File: config.mk
export PLATFORM = sky130hd
export DESIGN_NAME = tsq_regs_top
export DESIGN_NICKNAME = d
export VERILOG_FILES = /design/src/core/tsq_pkg.sv /design/src/core/tsq_reg16.sv /design/src/core/tsq_step_queue.sv /design/src/core/tsq_regs_top.sv
export VERILOG_INCLUDE_DIRS = /design/src /design/src/core
export SDC_FILE = /design/constraint.sdc
export NUM_CORES = 1
export LEC_CHECK = 0
export BUFFER_PORTS_ARGS = -buffer_cell sky130_fd_sc_hd__buf_2
export CORE_MARGIN = 5
export CORE_UTILIZATION = 27
export DETAILED_ROUTE_END_ITERATION = 8
export GPL_TIMING_DRIVEN = 0
export PLACE_DENSITY_LB_ADDON = 0.15
export REMOVE_ABC_BUFFERS = 1
export SETUP_SLACK_MARGIN = 0.3
export SLEW_MARGIN = 20
export SYNTH_ARGS = -nofsm -noshare
export SYNTH_HDL_FRONTEND = slang
export SYNTH_SLANG_ARGS = --single-unit
File: constraint.sdc
create_clock -name clk_sys -period 4.9 [get_ports clk_sys]
set_clock_uncertainty 0.2 [all_clocks]
set_input_delay 0.245 -clock clk_sys [delete_from_list [all_inputs] [get_ports clk_sys]]
set_output_delay 0.245 -clock clk_sys [all_outputs]
set_load 0.03 [all_outputs]
File: src/core/tsq_regs.svh
// register offsets, field positions, reset values and step encodings
`ifndef TSQ_REGS_SVH
`define TSQ_REGS_SVH

`define TSQ_ADDR_W        8
`define TSQ_DATA_W        16
`define TSQ_PTR_W         5

`define TSQ_OFS_CTRL      8'h00
`define TSQ_OFS_C1LIM     8'h01
`define TSQ_OFS_HOLD      8'h02
`define TSQ_OFS_ADJ       8'h03
`define TSQ_OFS_LIT0      8'h04
`define TSQ_OFS_QPTR      8'h05
`define TSQ_OFS_C1VAL     8'h06
`define TSQ_OFS_QUE_BASE  8'h10
`define TSQ_OFS_QUE_MASK  8'hF0

`define TSQ_CTRL_EN_BIT   0
`define TSQ_CTRL_STRT_BIT 1

`define TSQ_RST_REG16     16'h0000
`define TSQ_RST_PTR       5'h00

`define TSQ_CMD_CTRL      4'h0
`define TSQ_CMD_ADD_COPY  4'h1
`define TSQ_CMD_STRB      3'h1
`define TSQ_CMD_JMP       3'h5
`define TSQ_CMD_JMPC1     3'h7
`define TSQ_OPT_LIT_ADC   4'hE
`define TSQ_TGT_C1LIM     3'h1
`define TSQ_TGT_LIT0      3'h5

`endif

File: src/core/tsq_pkg.sv
// types shared by the trigger sequencer register bank
package tsq_pkg;
`include "tsq_regs.svh"

   typedef struct packed {
      logic [`TSQ_ADDR_W-1:0] addr;
      logic [`TSQ_DATA_W-1:0] wdata;
      logic                   wr;
      logic                   rd;
   } tsq_req_s;

   typedef struct packed {
      logic [3:0] cmd;
      logic [3:0] opt;
   } tsq_step_s;

   typedef enum logic {
      TSQ_IDLE,
      TSQ_EXEC
   } tsq_state_e;

endpackage

File: src/core/tsq_reg16.sv
// one software register with lock-gated write and hardware load port
`timescale 1ns/1ps
module tsq_reg16 #(
   parameter int          WIDTH     = 16,
   parameter logic [15:0] RST_VALUE = 16'h0000
) (
   // clock and reset
   input  wire logic             clk_sys,
   input  wire logic             reset,
   input  wire logic             clk_en,
   // software side, already gated by the lock
   input  wire logic             sw_we,
   input  wire logic [WIDTH-1:0] sw_data,
   // step engine side
   input  wire logic             hw_we,
   input  wire logic [WIDTH-1:0] hw_data,
   // contents
   output logic      [WIDTH-1:0] value
);
   always_ff @(posedge clk_sys) begin
      if (reset) begin
         value <= RST_VALUE[WIDTH-1:0];
      end else if (clk_en) begin
         // engine only loads while software is locked out, so no contention
         if (hw_we) begin
            value <= hw_data;
         end else if (sw_we) begin
            value <= sw_data;
         end
      end
   end
endmodule

File: src/core/tsq_step_queue.sv
// step queue storage: pairs of command bytes, untouched by reset
`timescale 1ns/1ps
module tsq_step_queue #(
   parameter int DEPTH = 16,
   parameter int IDX_W = 4
) (
   // clock
   input  wire logic             clk_sys,
   input  wire logic             clk_en,
   // software pair port
   input  wire logic             we,
   input  wire logic [IDX_W-1:0] wr_idx,
   input  wire logic [15:0]      wr_data,
   input  wire logic [IDX_W-1:0] rd_idx,
   output logic      [15:0]      rd_pair,
   // engine byte port
   input  wire logic [IDX_W:0]   step_idx,
   output logic      [7:0]       step_byte
);
   logic [15:0] mem [DEPTH];
   logic [15:0] step_pair;

   // no reset branch on purpose: contents survive every reset
   always_ff @(posedge clk_sys) begin
      if (clk_en && we) begin
         mem[wr_idx] <= wr_data;
      end
   end

   assign rd_pair   = mem[rd_idx];
   assign step_pair = mem[step_idx[IDX_W:1]];
   // low byte is the even step, high byte the odd one
   assign step_byte = step_idx[0] ? step_pair[15:8] : step_pair[7:0];
endmodule

File: src/core/tsq_regs_top.sv
// trigger sequencer register bank with minimal step engine
`timescale 1ns/1ps
`include "tsq_regs.svh"
module tsq_regs_top #(
   parameter int QUEUE_DEPTH = 16
) (
   // clock, reset, enable
   input  wire logic              clk_sys,
   input  wire logic              reset,
   input  wire logic              clk_en,
   // register port
   input  tsq_pkg::tsq_req_s      sw_req,
   output logic [`TSQ_DATA_W-1:0] rd_data,
   // channel select output
   output logic [`TSQ_DATA_W-1:0] adc_channel_select,
   output logic                   adc_select_load,
   // counter and state
   output logic [`TSQ_DATA_W-1:0] general_counter1,
   output logic                   counter1_at_limit,
   output logic                   sequencer_running
);
   import tsq_pkg::*;

   localparam int IDX_W = $clog2(QUEUE_DEPTH);

   logic                   sequencer_enable;
   logic                   sequencer_start;
   logic                   locked;
   logic                   sw_wr_ok;
   tsq_state_e             state;
   logic [`TSQ_PTR_W-1:0]  step_queue_pointer;
   logic [`TSQ_PTR_W-1:0]  next_ptr;
   logic [15:0]            counter1_limit;
   logic [15:0]            hold_operand;
   logic [15:0]            adjust_operand;
   logic [15:0]            literal_zero;
   logic [15:0]            que_rd_pair;
   logic [7:0]             step_raw;
   tsq_step_s              step;
   logic                   exec;
   logic                   c1lim_load;
   logic                   lit_load;
   logic [15:0]            tgt_value;
   logic                   cnt1_inc;
   logic                   adc_lit_load;
   logic                   adc_strb_load;
   logic                   que_hit;
   logic                   ctrl_we;
   logic                   c1lim_we;
   logic                   hold_we;
   logic                   adj_we;
   logic                   lit_we;
   logic                   ptr_we;
   logic                   que_we;

   assign locked   = sequencer_enable & sequencer_start;
   assign sw_wr_ok = sw_req.wr & ~locked;
   assign que_hit  = (sw_req.addr & `TSQ_OFS_QUE_MASK) == `TSQ_OFS_QUE_BASE;
   assign exec     = (state == TSQ_EXEC) & locked;
   assign step     = step_raw;

   // lock applied in one place; every register except the control bits goes through it
   always_comb begin
      ctrl_we  = 1'b0;
      c1lim_we = 1'b0;
      hold_we  = 1'b0;
      adj_we   = 1'b0;
      lit_we   = 1'b0;
      ptr_we   = 1'b0;
      que_we   = 1'b0;
      if (sw_req.addr == `TSQ_OFS_CTRL) begin
         ctrl_we = sw_req.wr;
      end else if (sw_req.addr == `TSQ_OFS_C1LIM) begin
         c1lim_we = sw_wr_ok;
      end else if (sw_req.addr == `TSQ_OFS_HOLD) begin
         hold_we = sw_wr_ok;
      end else if (sw_req.addr == `TSQ_OFS_ADJ) begin
         adj_we = sw_wr_ok;
      end else if (sw_req.addr == `TSQ_OFS_LIT0) begin
         lit_we = sw_wr_ok;
      end else if (sw_req.addr == `TSQ_OFS_QPTR) begin
         ptr_we = sw_wr_ok;
      end else if (que_hit) begin
         que_we = sw_wr_ok;
      end
   end

   // control bits stay writable so software can always stop the engine
   always_ff @(posedge clk_sys) begin
      if (reset) begin
         sequencer_enable <= 1'b0;
         sequencer_start  <= 1'b0;
      end else if (clk_en) begin
         if (ctrl_we) begin
            sequencer_enable <= sw_req.wdata[`TSQ_CTRL_EN_BIT];
            sequencer_start  <= sw_req.wdata[`TSQ_CTRL_STRT_BIT];
         end
      end
   end

   always_ff @(posedge clk_sys) begin
      if (reset) begin
         state <= TSQ_IDLE;
      end else if (clk_en) begin
         case (state)
            TSQ_IDLE: begin
               if (locked) begin
                  state <= TSQ_EXEC;
               end
            end
            TSQ_EXEC: begin
               if (!locked) begin
                  state <= TSQ_IDLE;
               end
            end
            default: begin
               state <= TSQ_IDLE;
            end
         endcase
      end
   end

   // one step per enabled cycle; no step delay timer in this bank
   always_comb begin
      next_ptr      = step_queue_pointer + `TSQ_PTR_W'(1);
      c1lim_load    = 1'b0;
      lit_load      = 1'b0;
      tgt_value     = 16'h0000;
      cnt1_inc      = 1'b0;
      adc_lit_load  = 1'b0;
      adc_strb_load = 1'b0;
      if (step.cmd == `TSQ_CMD_CTRL) begin
         adc_lit_load = (step.opt == `TSQ_OPT_LIT_ADC);
      end else if (step.cmd == `TSQ_CMD_ADD_COPY) begin
         // option bit 3 picks copy, low bits pick the target
         if (step.opt[3]) begin
            tgt_value = hold_operand;
         end else if (step.opt[2:0] == `TSQ_TGT_C1LIM) begin
            tgt_value = counter1_limit + adjust_operand;
         end else begin
            tgt_value = literal_zero + adjust_operand;
         end
         c1lim_load = (step.opt[2:0] == `TSQ_TGT_C1LIM);
         lit_load   = (step.opt[2:0] == `TSQ_TGT_LIT0);
      end else if (step.cmd[3:1] == `TSQ_CMD_STRB) begin
         adc_strb_load = 1'b1;
      end else if (step.cmd[3:1] == `TSQ_CMD_JMP) begin
         next_ptr = {step.cmd[0], step.opt};
      end else if (step.cmd[3:1] == `TSQ_CMD_JMPC1) begin
         if (general_counter1 != counter1_limit) begin
            cnt1_inc = 1'b1;
            next_ptr = {step.cmd[0], step.opt};
         end
      end
   end

   // pointer wraps at 32 steps; the 16 pairs hold a byte for every one of them
   always_ff @(posedge clk_sys) begin
      if (reset) begin
         step_queue_pointer <= `TSQ_RST_PTR;
      end else if (clk_en) begin
         if (exec) begin
            step_queue_pointer <= next_ptr;
         end else if (ptr_we) begin
            step_queue_pointer <= sw_req.wdata[`TSQ_PTR_W-1:0];
         end
      end
   end

   // counter restarts from zero each time the engine is started
   always_ff @(posedge clk_sys) begin
      if (reset) begin
         general_counter1 <= `TSQ_RST_REG16;
      end else if (clk_en) begin
         if (state == TSQ_IDLE && locked) begin
            general_counter1 <= `TSQ_RST_REG16;
         end else if (exec && cnt1_inc) begin
            general_counter1 <= general_counter1 + 16'h0001;
         end
      end
   end

   always_ff @(posedge clk_sys) begin
      if (reset) begin
         counter1_at_limit <= 1'b0;
      end else if (clk_en) begin
         counter1_at_limit <= general_counter1 == counter1_limit;
      end
   end

   always_ff @(posedge clk_sys) begin
      if (reset) begin
         adc_channel_select <= `TSQ_RST_REG16;
         adc_select_load    <= 1'b0;
      end else if (clk_en) begin
         adc_select_load <= exec & (adc_lit_load | adc_strb_load);
         if (exec && adc_lit_load) begin
            adc_channel_select <= literal_zero;
         end else if (exec && adc_strb_load) begin
            adc_channel_select[4:0] <= {step.cmd[0], step.opt};
         end
      end
   end

   always_ff @(posedge clk_sys) begin
      if (reset) begin
         sequencer_running <= 1'b0;
      end else if (clk_en) begin
         sequencer_running <= locked;
      end
   end

   tsq_reg16 #(.WIDTH(16), .RST_VALUE(`TSQ_RST_REG16)) u_c1lim (
      .clk_sys (clk_sys),
      .reset   (reset),
      .clk_en  (clk_en),
      .sw_we   (c1lim_we),
      .sw_data (sw_req.wdata),
      .hw_we   (exec && c1lim_load),
      .hw_data (tgt_value),
      .value   (counter1_limit)
   );

   tsq_reg16 #(.WIDTH(16), .RST_VALUE(`TSQ_RST_REG16)) u_hold (
      .clk_sys (clk_sys),
      .reset   (reset),
      .clk_en  (clk_en),
      .sw_we   (hold_we),
      .sw_data (sw_req.wdata),
      .hw_we   (1'b0),
      .hw_data (16'h0000),
      .value   (hold_operand)
   );

   tsq_reg16 #(.WIDTH(16), .RST_VALUE(`TSQ_RST_REG16)) u_adj (
      .clk_sys (clk_sys),
      .reset   (reset),
      .clk_en  (clk_en),
      .sw_we   (adj_we),
      .sw_data (sw_req.wdata),
      .hw_we   (1'b0),
      .hw_data (16'h0000),
      .value   (adjust_operand)
   );

   tsq_reg16 #(.WIDTH(16), .RST_VALUE(`TSQ_RST_REG16)) u_lit0 (
      .clk_sys (clk_sys),
      .reset   (reset),
      .clk_en  (clk_en),
      .sw_we   (lit_we),
      .sw_data (sw_req.wdata),
      .hw_we   (exec && lit_load),
      .hw_data (tgt_value),
      .value   (literal_zero)
   );

   tsq_step_queue #(.DEPTH(QUEUE_DEPTH), .IDX_W(IDX_W)) u_queue (
      .clk_sys   (clk_sys),
      .clk_en    (clk_en),
      .we        (que_we),
      .wr_idx    (sw_req.addr[IDX_W-1:0]),
      .wr_data   (sw_req.wdata),
      .rd_idx    (sw_req.addr[IDX_W-1:0]),
      .rd_pair   (que_rd_pair),
      .step_idx  (step_queue_pointer[IDX_W:0]),
      .step_byte (step_raw)
   );

   // reads are never locked; data stands only in the cycle after
   always_ff @(posedge clk_sys) begin
      if (reset) begin
         rd_data <= 16'h0000;
      end else if (clk_en) begin
         rd_data <= 16'h0000;
         if (sw_req.rd) begin
            if (sw_req.addr == `TSQ_OFS_CTRL) begin
               rd_data <= {14'h0000, sequencer_start, sequencer_enable};
            end else if (sw_req.addr == `TSQ_OFS_C1LIM) begin
               rd_data <= counter1_limit;
            end else if (sw_req.addr == `TSQ_OFS_HOLD) begin
               rd_data <= hold_operand;
            end else if (sw_req.addr == `TSQ_OFS_ADJ) begin
               rd_data <= adjust_operand;
            end else if (sw_req.addr == `TSQ_OFS_LIT0) begin
               rd_data <= literal_zero;
            end else if (sw_req.addr == `TSQ_OFS_QPTR) begin
               rd_data <= {11'h000, step_queue_pointer};
            end else if (sw_req.addr == `TSQ_OFS_C1VAL) begin
               rd_data <= general_counter1;
            end else if (que_hit) begin
               rd_data <= que_rd_pair;
            end
         end
      end
   end
endmodule

==> reports/qor.txt, run 1 <==
DR iter-0 viols -> 1543
Clock share of power -> 0.484
Area growth from synthesis to layout -> 24.4%
Vias in the first global route -> 14300
Synth top area cells -> edfxtp_1 39%, mux4_2 15%, dfxtp_1 13%
Final WS setup -> 0.0363 ns
Worst Setup End Kind -> flop
DRC -> 0
I/O Buffers -> 79
Pre-CTS setup slack -> -2.15 ns
Seq/Total Area, Yosys -> 0.520
Sequential share of power -> 0.473
GPL Wtd Cong -> 0.796
Die Ht -> 280 um
Slew at the pin with the worst max-slew slack -> 0.968 ns
Max_slew headroom -> 0.350
Fin. Hold Viols -> 0
Layout Nets -> 1709
Synth async-reset ratio -> 0
First-pass iteration count of the detailed router -> 5
Final setup fails -> 0
Global-route wire length before repair -> 104 mm
# rows -> 98
Avg Cell Area, Syn -> 12.9 sq um
Period utilization -> 0.993
Power per cell area -> 298 nW/um^2
Die X -> 280 um
Combinational share of power -> 0.044
Antenna viol nets, final -> 0
Final non-filler cell area -> 24400 sq um
N_diodes -> 0
Hold Slack -> 0.124 ns
Drt wl/cell -> 27.2 um
Worst setup SP type -> flop
CTS Buffer Depth -> 3
Syn Std Cell Area -> 19600 sq um
Ys flop type -> edfxtp_1
Antenna violations before repair -> 1
Largest net degree at the start of global routing -> 69
Detail Placement HPWL -> 48.5 mm
Clk_lat worst skew -> 0.60 ns
DRT Wirelength -> 72.1 mm
Distinct cell type count after synthesis -> 88
Core Box Area -> 71700 sq um
Peak supply drop -> 0.197 mV
Synth area leader -> edfxtp_1
Total vias in the final route -> 14100
CTS HTree Levels -> 2
Fin Setup TNS -> 0 ns
Total die area -> 78200 sq um
Maxcap violations -> 0
Worst Setup Path Type -> flop to flop
GRT overflow -> 0
Yosys reg bits -> 382
Num CTS Buffers -> 46
Data arrival, critical path -> 5.13 ns
EDFF count, synth -> 256
Crit path max fanout -> 7
Filler Cell Count -> 7035
P_sw -> 1.63 mW
Area after DPL -> 21700 sq um
Syn. warnings -> 0
Upper clock frequency limit -> 206 MHz
Layout cells sized above 1 -> 0.297
Outcome -> completed
Internal power -> 5.63 mW
Total clock sinks -> 382
Post-layout min period -> 4.86 ns
Root buf cell -> clkbuf_16
Switching share of total power -> 0.225
Starting density of the core -> 0.274
Data required, critical path -> 5.17 ns
Num ports -> 80
Leakage power -> 7.88 nW
Synth top area share -> 0.392
Hold Crit Class -> input port to flop
Global Route Usage Sum -> 0.180
Reg clk slew, reported paths -> 0.06 ns
Unrepaired setup endpoints after global routing -> yes
Final Max Slew Viols -> 0
Post-Syn Instances -> 1524
CTS tree -> built
DR vias/cell -> 5.34
[logic make-up (layout without fill, tap and decap cells)]
group / Yosys count / in the layout / share of synthesized area
mux: 243 / 243 / 0.213
buf+inv: 123 / 295 / 0.0302
xor+xnor: 44 / 44 / 0.0196
flops: 382 / 382 / 0.520
fa+ha+maj: 21 / 21 / 0.0138
simple gates: 433 / 433 / 0.106
compound gates: 278 / 278 / 0.0976
[cells in the final DEF (no fill, tap or decap), types with 8 or more instances in the layout]
cell / instances
ha_4: 11
buf_2: 81
dlygate4sd3_1: 21
dfxtp_1: 121
nor2_4: 13
mux4_2: 127
nor2b_1: 14
mux2_4: 8
xor2_1: 15
edfxtp_1: 256
buf_4: 49
nand3_1: 32
o21ai_0: 18
and3_1: 8
nand2b_1: 18
a22oi_1: 31
mux2i_1: 81
ha_1: 9
buf_6: 9
inv_1: 13
buf_16: 20
nand4_1: 22
nor2_1: 93
nor3_2: 9
nand2_1: 164
mux2_2: 19
a21oi_1: 97
xnor2_1: 28
clkinv_2: 8
clkbuf_1: 10
clkbuf_16: 46
o211ai_1: 29
a211oi_1: 8
[cell type report]
type	count	area, sq um	area share
tap	950	1190	0.0487
clock buffer	62	1260	0.0518
inverter	17	88.8	0.00364
timing repair buffer	193	1900	0.0780
sequential	382	10200	0.419
clock inverter	23	278	0.0114
multi-input combinational	1019	9450	0.387
[cells in the mapped netlist (6+ instances only)]
cell and instances:
nand3_1 35, nor2_1 107, xnor2_1 29, buf_1 7, nand4_1 22, buf_4 13
buf_2 17, nand2_1 164, mux4_2 127, and3_1 8, buf_6 6, a211oi_1 9
dfxtp_1 126, edfxtp_1 256, o21ai_0 22, a222oi_1 6, inv_1 15, nand3b_1 7
a221oi_1 6, mux2_2 27, and2_1 7, mux4_1 7, xor2_1 15, clkbuf_1 62
nor3_1 13, ha_1 20, a31oi_1 7, mux2i_1 81, a22oi_1 33, or3_1 6
nand2b_1 19, a21oi_1 102, nor2b_1 14, o211ai_1 29
[sequential cells by signal, indices dropped and copies added (netlist names), 5 cells and up, named ones only]
name,cells
u_queue.mem,256
adc_channel_select,16
general_counter1,16
rd_data,16
u_adj.value,16
u_c1lim.value,16
u_hold.value,16
u_lit0.value,16
step_queue_pointer,5
[critical path, cell delays in order (launching register included)]
cell       delay, ns
dfxtp_4         0.36
buf_16          0.16
inv_16          0.07
mux4_2          0.52
a2111oi_4       0.42
a31oi_4         0.10
o211ai_4        0.34
buf_12          0.20
mux2_4          0.33
ha_4            0.22
a21o_1          0.19
a22o_1          0.24
o31ai_4         0.33
nand4b_1        0.21
a31oi_4         0.12
or3_1           0.34
nand3_2         0.10
a311o_1         0.19
a21oi_1         0.07
[routing by layer]
layer  GRT usage  vias up  wire length, um
met2       0.283      497            32700
met4      0.0541        0             2320
met1       0.253     7311            32700
li1            -     6227                -
met5           0        -                0
met3      0.0362      105             4430
[repair_timing]
item,CTS,global route
cloned,3,0
setup buffers,36,7
setup endpoints to repair,39,14
pin swaps,28,24
gates resized for setup,73,16
hold buffers,21,0
hold endpoints to repair,327,0
[final timing paths]
kind,start,endpoint,slack (ns),depth (start not counted)
worst min-delay path,sw_req[23],rd_data[14],0.12,8
worst max-delay path,flop,u_lit0.value[14],0.04,18
worst min register to register,rd_data[2],rd_data[2],0.27,2
worst max register to register,flop,u_lit0.value[14],0.04,18
[power groups by stage]
stage / logic [mW] / clock network [mW] / registers [mW]
2_1_floorplan: 0.106 / 0 / 3.51
3_3_place_gp: 0.292 / 0 / 3.51
3_5_place_dp: 0.304 / 0 / 3.51
4_1_cts: 0.320 / 3.60 / 3.44
5_1_grt: 0.334 / 3.74 / 3.43
6_report: 0.316 / 3.52 / 3.44
[metrics by stage]
stage	std cells	power (mW)	util
final	2646	7.27	0.340
after global routing	2646	7.51	0.340
after CTS	2639	7.36	0.338
after detailed placement	2494	3.81	0.302
after global placement	2447	3.80	0.288
after floorplan	1418	3.62	-
No activity file was read; power rests on OpenSTA's default activity.
==> inputs of run 2 (changes only) <==
SETUP_SLACK_MARGIN = default   (was 0.3)
==> reports/qor.txt, run 2 (same netlist as run 1, synthesis figures left out) <==
Num CTS Buffers -> 46 (unchanged)
CP Cell Sequence -> buf_16 > inv_16 > mux4_2 > a2111oi_4 > a31oi_4 > o211ai_4 > buf_12 > buf_4 > mux2_4 > ha_4 > and2_1 > a22o_1 > o31ai_4 > nand4b_1 > a31oi_4 > or3_1 > nand3_2 > a311o_1 > a21oi_1 (was buf_16 > inv_16 > mux4_2 > a2111oi_4 > a31oi_4 > o211ai_4 > buf_12 > mux2_4 > ha_4 > a21o_1 > a22o_1 > o31ai_4 > nand4b_1 > a31oi_4 > or3_1 > nand3_2 > a311o_1 > a21oi_1)
GRT overflow -> 0 (unchanged)
DR iter-0 viols -> 1454 (was 1543)
Commonest cells after routing, fill and taps aside -> 256 x edfxtp_1, 164 x nand2_1, 127 x mux4_2 (unchanged)
Crit path max fanout -> 7 (unchanged)
Max reg flops -> 256 (unchanged)
Upper clock frequency limit -> 204 MHz (was 206 MHz)
Drt wl/cell -> 27.1 um (was 27.2 um)
Crit path buf inv count -> 4 (was 3)
Total clock sinks -> 382 (unchanged)
DRC -> 0 (unchanged)
CTS tree -> built (unchanged)
Starting density of the core -> 0.274 (unchanged)
Critical Path Max Stage Delay -> 0.52 ns (about the same)
Total die area -> 78200 sq um (unchanged)
N_diodes -> 0 (unchanged)
Global-route wire length before repair -> 103 mm (was 104 mm)
CTS HTree Levels -> 2 (unchanged)
Hold Crit Class -> input port to flop (unchanged)
Period utilization -> 0.999 (was 0.993)
Worst Setup Path Type -> flop to flop (unchanged)
Worst setup SP type -> flop (unchanged)
Area growth from synthesis to layout -> 23.4% (was 24.4%)
Final Max Slew Viols -> 0 (unchanged)
Power per cell area -> 300 nW/um^2 (was 298 nW/um^2)
Reg clk slew, reported paths -> 0.06 ns (about the same)
Placed Cells -> 2494 (unchanged)
Fin. Hold Viols -> 0 (unchanged)
Most common cell after layout, fill and taps aside -> edfxtp_1 (unchanged)
Vias in the first global route -> 14100 (was 14300)
# rows -> 98 (unchanged)
DR vias/cell -> 5.32 (was 5.34)
Slew at the pin with the worst max-slew slack -> 1.00 ns (was 0.968 ns)
Hold Slack -> 0.118 ns (was 0.124 ns)
Maxcap violations -> 0 (unchanged)
Final Non-Filler Cells -> 2641 (was 2646)
Leakage power -> 7.81 nW (was 7.88 nW)
CTS Buffer Depth -> 3 (unchanged)
Post-layout min period -> 4.89 ns (was 4.86 ns)
Data required, critical path -> 5.17 ns (about the same)
Layout cells sized above 1 -> 0.290 (was 0.297)
Num ports -> 80 (unchanged)
Root buf cell -> clkbuf_16 (unchanged)
GPL Wtd Cong -> 0.796 (unchanged)
Die X -> 280 um (unchanged)
Total vias in the final route -> 14000 (was 14100)
Core Box Area -> 71700 sq um (unchanged)
Max_slew headroom -> 0.328 (was 0.350)
Data arrival, critical path -> 5.16 ns (was 5.13 ns)
DRT Wirelength -> 71.6 mm (was 72.1 mm)
Largest net degree at the start of global routing -> 69 (unchanged)
Clk_lat worst skew -> 0.60 ns (about the same)
Top delay family on crit path -> compound AO/OA/AOI/OAI gates (unchanged)
Top reg by flops -> u_queue.mem (unchanged)
I/O Buffers -> 79 (unchanged)
Global Route Usage Sum -> 0.179 (was 0.180)
Antenna viol nets, final -> 0 (unchanged)
Most used cell, CP -> a31oi_4 (unchanged)
Outcome -> completed (unchanged)
Die Ht -> 280 um (unchanged)
Detail Placement HPWL -> 48.5 mm (unchanged)
First-pass iteration count of the detailed router -> 5 (unchanged)
Layout Nets -> 1704 (was 1709)
Max stage delay cell, worst path -> mux4_2 (unchanged)
Unrepaired setup endpoints after global routing -> yes (unchanged)
Antenna violations before repair -> 1 (unchanged)
Final setup fails -> 0 (unchanged)
Worst Setup End Kind -> flop (unchanged)
Peak supply drop -> 0.199 mV (was 0.197 mV)
[run 2: cell types whose count changed in the layout (fill, tap and decap cells not counted), moves of 2 or more]
cell	previous run	this run
a21oi_1	97	99
a31oi_4	4	2
buf_4	49	47
ha_4	11	9
mux2_2	19	21
mux2_4	8	6
[run 2: final cells by class]
type / count / area [sq um]
fillers: 7045 / 47500
multi-input cells: 1019 / 9330
inverters: 17 / 88.8
repair buffers: 188 / 1830
flip-flops and latches: 382 / 10200
clock buffers: 62 / 1260
clock inverters: 23 / 278
well taps: 950 / 1190
[run 2: final timing paths]
kind	cells after the start	start	to	slack [ns]
worst max-delay path	19	flop	u_lit0.value[14]	0.005
worst min-delay path	8	sw_req[23]	rd_data[14]	0.12
worst max register to register	19	flop	u_lit0.value[14]	0.005
worst min register to register	2	rd_data[3]	rd_data[3]	0.26
[run 2: where the power goes]
part / total, mW / switching [mW] / leakage, nW / internal, mW
clock network: 3.52 / 1.43 / 0.761 / 2.09
registers: 3.44 / 0.00222 / 3.32 / 3.43
logic: 0.315 / 0.203 / 3.73 / 0.113
[run 2: timing repair]
item / 4_1_cts / 5_1_grt
setup buffers: 28 / 11
hold endpoints to repair: 327 / 0
pin swaps: 11 / 26
hold buffers: 21 / 0
endpoints found under the setup margin: 32 / 13
gates resized for setup: 36 / 31
cloned: 2 / 0
[run 2: worst register-to-register path: cells and delay by family (launching register included)]
family	cells	cell delay (ns)
buffers and inverters	4	0.55
AND/OR/NAND/NOR	4	0.81
multiplexers	2	0.85
AO/OA/AOI/OAI	8	1.77
flip-flops	1	0.36
adder cells (fa/ha/maj)	1	0.24
[run 2: metal layers]
| metal | GRT usage | vias to the layer above | wire length (um) |
|---|---|---|---|
| met5 | 0 | - | 0 |
| met4 | 0.0529 | 0 | 2210 |
| met3 | 0.0376 | 94 | 4520 |
| met2 | 0.280 | 500 | 32600 |
| met1 | 0.252 | 7226 | 32300 |
| li1 | - | 6226 | - |
[run 2: through the flow]
stage | util | setup TNS [ns] | setup WS, ns | power (mW) | instance area [sq um]
floorplan | - | -25.88 | -1.18 | 3.62 | 19100
global placement | 0.288 | -822.32 | -4.29 | 3.80 | 20700
detailed placement | 0.302 | -45.77 | -2.15 | 3.81 | 21700
CTS | 0.333 | 0 | 0.00826 | 7.36 | 23900
global route | 0.338 | -0.386 | -0.0912 | 7.51 | 24200
finish | 0.338 | 0 | 0.00511 | 7.27 | 24200
==> inputs of run 3 (changes only) <==
PLACE_DENSITY = 0.55   (was default)
PLACE_DENSITY_LB_ADDON = default   (was 0.15)
SYNTH_HIERARCHICAL = 1   (was default)
==> reports/qor.txt, run 3 <==
Outcome -> finished with violations (was completed)
Failing checks -> setup timing
# rows -> 99 (was 98)
Detail Placement HPWL -> 40.5 mm (was 48.5 mm)
Synth async-reset ratio -> 0 (unchanged)
Vias in the first global route -> 13500 (was 14100)
Die Ht -> 281 um (was 280 um)
Count leader, synth -> edfxtp_1 (unchanged)
Crit path buf inv count -> 5 (was 4)
Synth top area cells -> edfxtp_1 39%, mux4_2 18%, dfxtp_1 12% (was edfxtp_1 39%, mux4_2 15%, dfxtp_1 13%)
GPL Wtd Cong -> 0.855 (was 0.796)
GRT overflow -> 0 (unchanged)
CTS HTree Levels -> 2 (unchanged)
Core Util, Final -> 0.326 (was 0.338)
Synth area leader -> edfxtp_1 (unchanged)
Final non-filler cell area -> 23700 sq um (was 24200 sq um)
DRT Wirelength -> 63.8 mm (was 71.6 mm)
Sequential cell area -> 10100 sq um (was 10200 sq um)
Ys flop type -> edfxtp_1 (unchanged)
N_diodes -> 0 (unchanged)
Total vias in the final route -> 13500 (was 14000)
Top reg by flops -> u_queue/mem (was u_queue.mem)
Final WS setup -> -0.142 ns (was 0.00511 ns)
Reg2reg start -> step_queue_pointer[2]
CTS tree -> built (unchanged)
Most common cell after layout, fill and taps aside -> edfxtp_1 (unchanged)
Die X -> 281 um (was 280 um)
Starting density of the core -> 0.272 (was 0.274)
DR vias/cell -> 5.33 (was 5.32)
I/O Buffers -> 79 (unchanged)
Post-layout min period -> 5.04 ns (was 4.89 ns)
Hold path startpoint -> sw_req[1] (was sw_req[23])
Unrepaired setup endpoints after global routing -> yes (unchanged)
Synth top area share -> 0.388 (was 0.392)
Antenna viol nets, final -> 0 (unchanged)
Top delay family on crit path -> multiplexers (was compound AO/OA/AOI/OAI gates)
Global-route wire length before repair -> 91.7 mm (was 103 mm)
Area after DPL -> 21500 sq um (was 21700 sq um)
Worst Setup Path Type -> flop to flop (unchanged)
CTS Buffer Depth -> 3 (unchanged)
Drt wl/cell -> 25.3 um (was 27.1 um)
EDFF count, synth -> 256 (unchanged)
Antenna violations before repair -> 2 (was 1)
Critical Path Max Stage Delay -> 0.52 ns (about the same)
Total die area -> 78800 sq um (was 78200 sq um)
Yosys reg bits -> 378 (was 382)
Worst setup SP type -> flop (unchanged)
Commonest cells after routing, fill and taps aside -> 256 x edfxtp_1, 160 x mux4_2, 118 x dfxtp_1 (was 256 x edfxtp_1, 164 x nand2_1, 127 x mux4_2)
Maxcap violations -> 0 (unchanged)
Layout Nets -> 1583 (was 1704)
First-pass iteration count of the detailed router -> 5 (unchanged)
Area of the multi-input gates -> 9590 sq um (was 9330 sq um)
Largest net degree at the start of global routing -> 66 (was 69)
Root buf cell -> clkbuf_16 (unchanged)
Max_slew headroom -> 0.291 (was 0.328)
Syn Std Cell Area -> 19800 sq um (was 19600 sq um)
Pre-CTS setup slack -> -1.14 ns (was -2.15 ns)
Leakage power -> 7.65 nW (was 7.81 nW)
Area growth from synthesis to layout -> 19.8% (was 23.4%)
Reg clk slew, reported paths -> 0.06 ns (about the same)
Max stage delay cell, worst path -> mux4_2 (unchanged)
Post-Syn Instances -> 1414 (was 1524)
Global Route Usage Sum -> 0.155 (was 0.179)
Worst Setup End Kind -> flop (unchanged)
Core Box Area -> 72800 sq um (was 71700 sq um)
Final setup fails -> 10 (was 0)
Crit path max fanout -> 8 (was 7)
Critical path launch point -> step_queue_pointer[2]
DRC -> 0 (unchanged)
Avg Cell Area, Syn -> 14.0 sq um (was 12.9 sq um)
Final Max Slew Viols -> 0 (unchanged)
Synth cell count leaders -> 256 x edfxtp_1, 160 x mux4_2, 130 x nor2_1, 122 x dfxtp_1, 82 x mux2i_1 (was 256 x edfxtp_1, 164 x nand2_1, 127 x mux4_2, 126 x dfxtp_1, 107 x nor2_1)
Peak supply drop -> 0.249 mV (was 0.199 mV)
Power per cell area -> 303 nW/um^2 (was 300 nW/um^2)
Syn. warnings -> 6 (was 0)
Total clock sinks -> 378 (was 382)
Data required, critical path -> 5.17 ns (about the same)
Num CTS Buffers -> 41 (was 46)
Filler Cell Count -> 7108 (was 7045)
Hold Crit Class -> input port to flop (unchanged)
Layout cells sized above 1 -> 0.341 (was 0.290)
Distinct cell type count after synthesis -> 74 (was 88)
Fin Setup TNS -> -1.04 ns (was 0 ns)
Data arrival, critical path -> 5.31 ns (was 5.16 ns)
CP Cell Sequence -> buf_8 > mux4_2 > mux4_2 > mux2_4 > nor3b_4 > buf_12 > buf_8 > mux2_4 > ha_4 > a211oi_4 > o211ai_1 > buf_4 > a2111oi_4 > buf_4 > o31ai_2 > xnor2_1 > a21oi_2 > mux2i_1 > a211oi_2 (was buf_16 > inv_16 > mux4_2 > a2111oi_4 > a31oi_4 > o211ai_4 > buf_12 > buf_4 > mux2_4 > ha_4 > and2_1 > a22o_1 > o31ai_4 > nand4b_1 > a31oi_4 > or3_1 > nand3_2 > a311o_1 > a21oi_1)
Fin. Hold Viols -> 0 (unchanged)
Max reg flops -> 256 (unchanged)
Period utilization -> 1.03 (was 0.999)
Clk_lat worst skew -> 0.56 ns (was 0.60 ns)
DR iter-0 viols -> 1144 (was 1454)
Upper clock frequency limit -> 198 MHz (was 204 MHz)
Seq/Total Area, Yosys -> 0.512 (was 0.520)
Num ports -> 80 (unchanged)
Slew at the pin with the worst max-slew slack -> 1.06 ns (was 1.00 ns)
[run 3: cell count changes after synthesis, moves of 12 or more]
cell and change:
clkbuf_1 -14, nand2_1 -93, a211oi_2 +64, nor2b_1 -13, buf_6 +17, a21oi_1 -24, mux4_2 +33, nand2b_1 -12
o211ai_1 -14, nor2_1 +23, a22oi_1 -21
[run 3: layout make-up]
cell class / count / share of cell area
clock buffers: 55 / 0.0495
inverters: 15 / 0.00237
multi-input cells: 947 / 0.404
flip-flops and latches: 378 / 0.427
well taps: 959 / 0.0506
clock inverters: 19 / 0.0103
repair buffers: 150 / 0.0558
[run 3: final timing paths]
path,end,slack (ns),cells past startpoint
max,u_c1lim/value[13],-0.14,19
min,sequencer_enable,0.1,4
max reg2reg,u_c1lim/value[13],-0.14,19
min reg2reg,adc_channel_select[15],0.25,2
[run 3: cells by family (layout without fill, tap and decap cells)]
logic type                 after synthesis  count (layout)  share of synthesized area
xor gates and xnor gates                32              32                     0.0142
DFF                                    378             378                      0.512
adders and majority gates               21              21                     0.0136
buffers and inverters                  124             239                     0.0354
and+or+nand+nor                        314             314                     0.0747
AOI/OAI and AO/OA                      279             281                      0.114
other                                    1              34                   0.000189
muxes                                  265             265                      0.237
[run 3: timing repair]
action,in CTS,in global routing
gates cloned,4,1
hold buffers,17,0
endpoints found under the setup margin,32,32
gates resized for setup,54,17
hold endpoints to repair,292,0
setup buffers,17,4
pin swaps,22,23
[run 3: metrics by stage]
stage	hold WS [ns]	instances	power, mW
detailed placement	0.249	2406	3.94
finish	0.0998	2523	7.19
global route	0.102	2523	7.41
floorplan	0.110	1338	3.72
CTS	0.0721	2518	7.25
global placement	0.241	2376	3.92
[run 3: worst reg2reg max path, cell delays in order (launching register included)]
cell	delay (ns)
dfxtp_4	0.43
buf_8	0.18
mux4_2	0.53
mux4_2	0.48
mux2_4	0.35
nor3b_4	0.24
buf_12	0.16
buf_8	0.13
mux2_4	0.31
ha_4	0.18
a211oi_4	0.26
o211ai_1	0.14
buf_4	0.16
a2111oi_4	0.27
buf_4	0.19
o31ai_2	0.08
xnor2_1	0.16
a21oi_2	0.17
mux2i_1	0.11
a211oi_2	0.23
[run 3: power breakdown]
group | switching, mW | internal (mW) | total (mW)
registers | 0.0230 | 3.42 | 3.44
logic | 0.285 | 0.170 | 0.456
clock network | 1.33 | 1.96 | 3.29
total | 1.64 | 5.55 | 7.19
[run 3: routing by layer]
layer,vias up,GRT usage,wire [um]
met5,-,0,23
met4,4,0.0501,1970
met3,120,0.0274,4170
met2,506,0.263,31200
met1,6970,0.201,26400
li1,5851,-,-
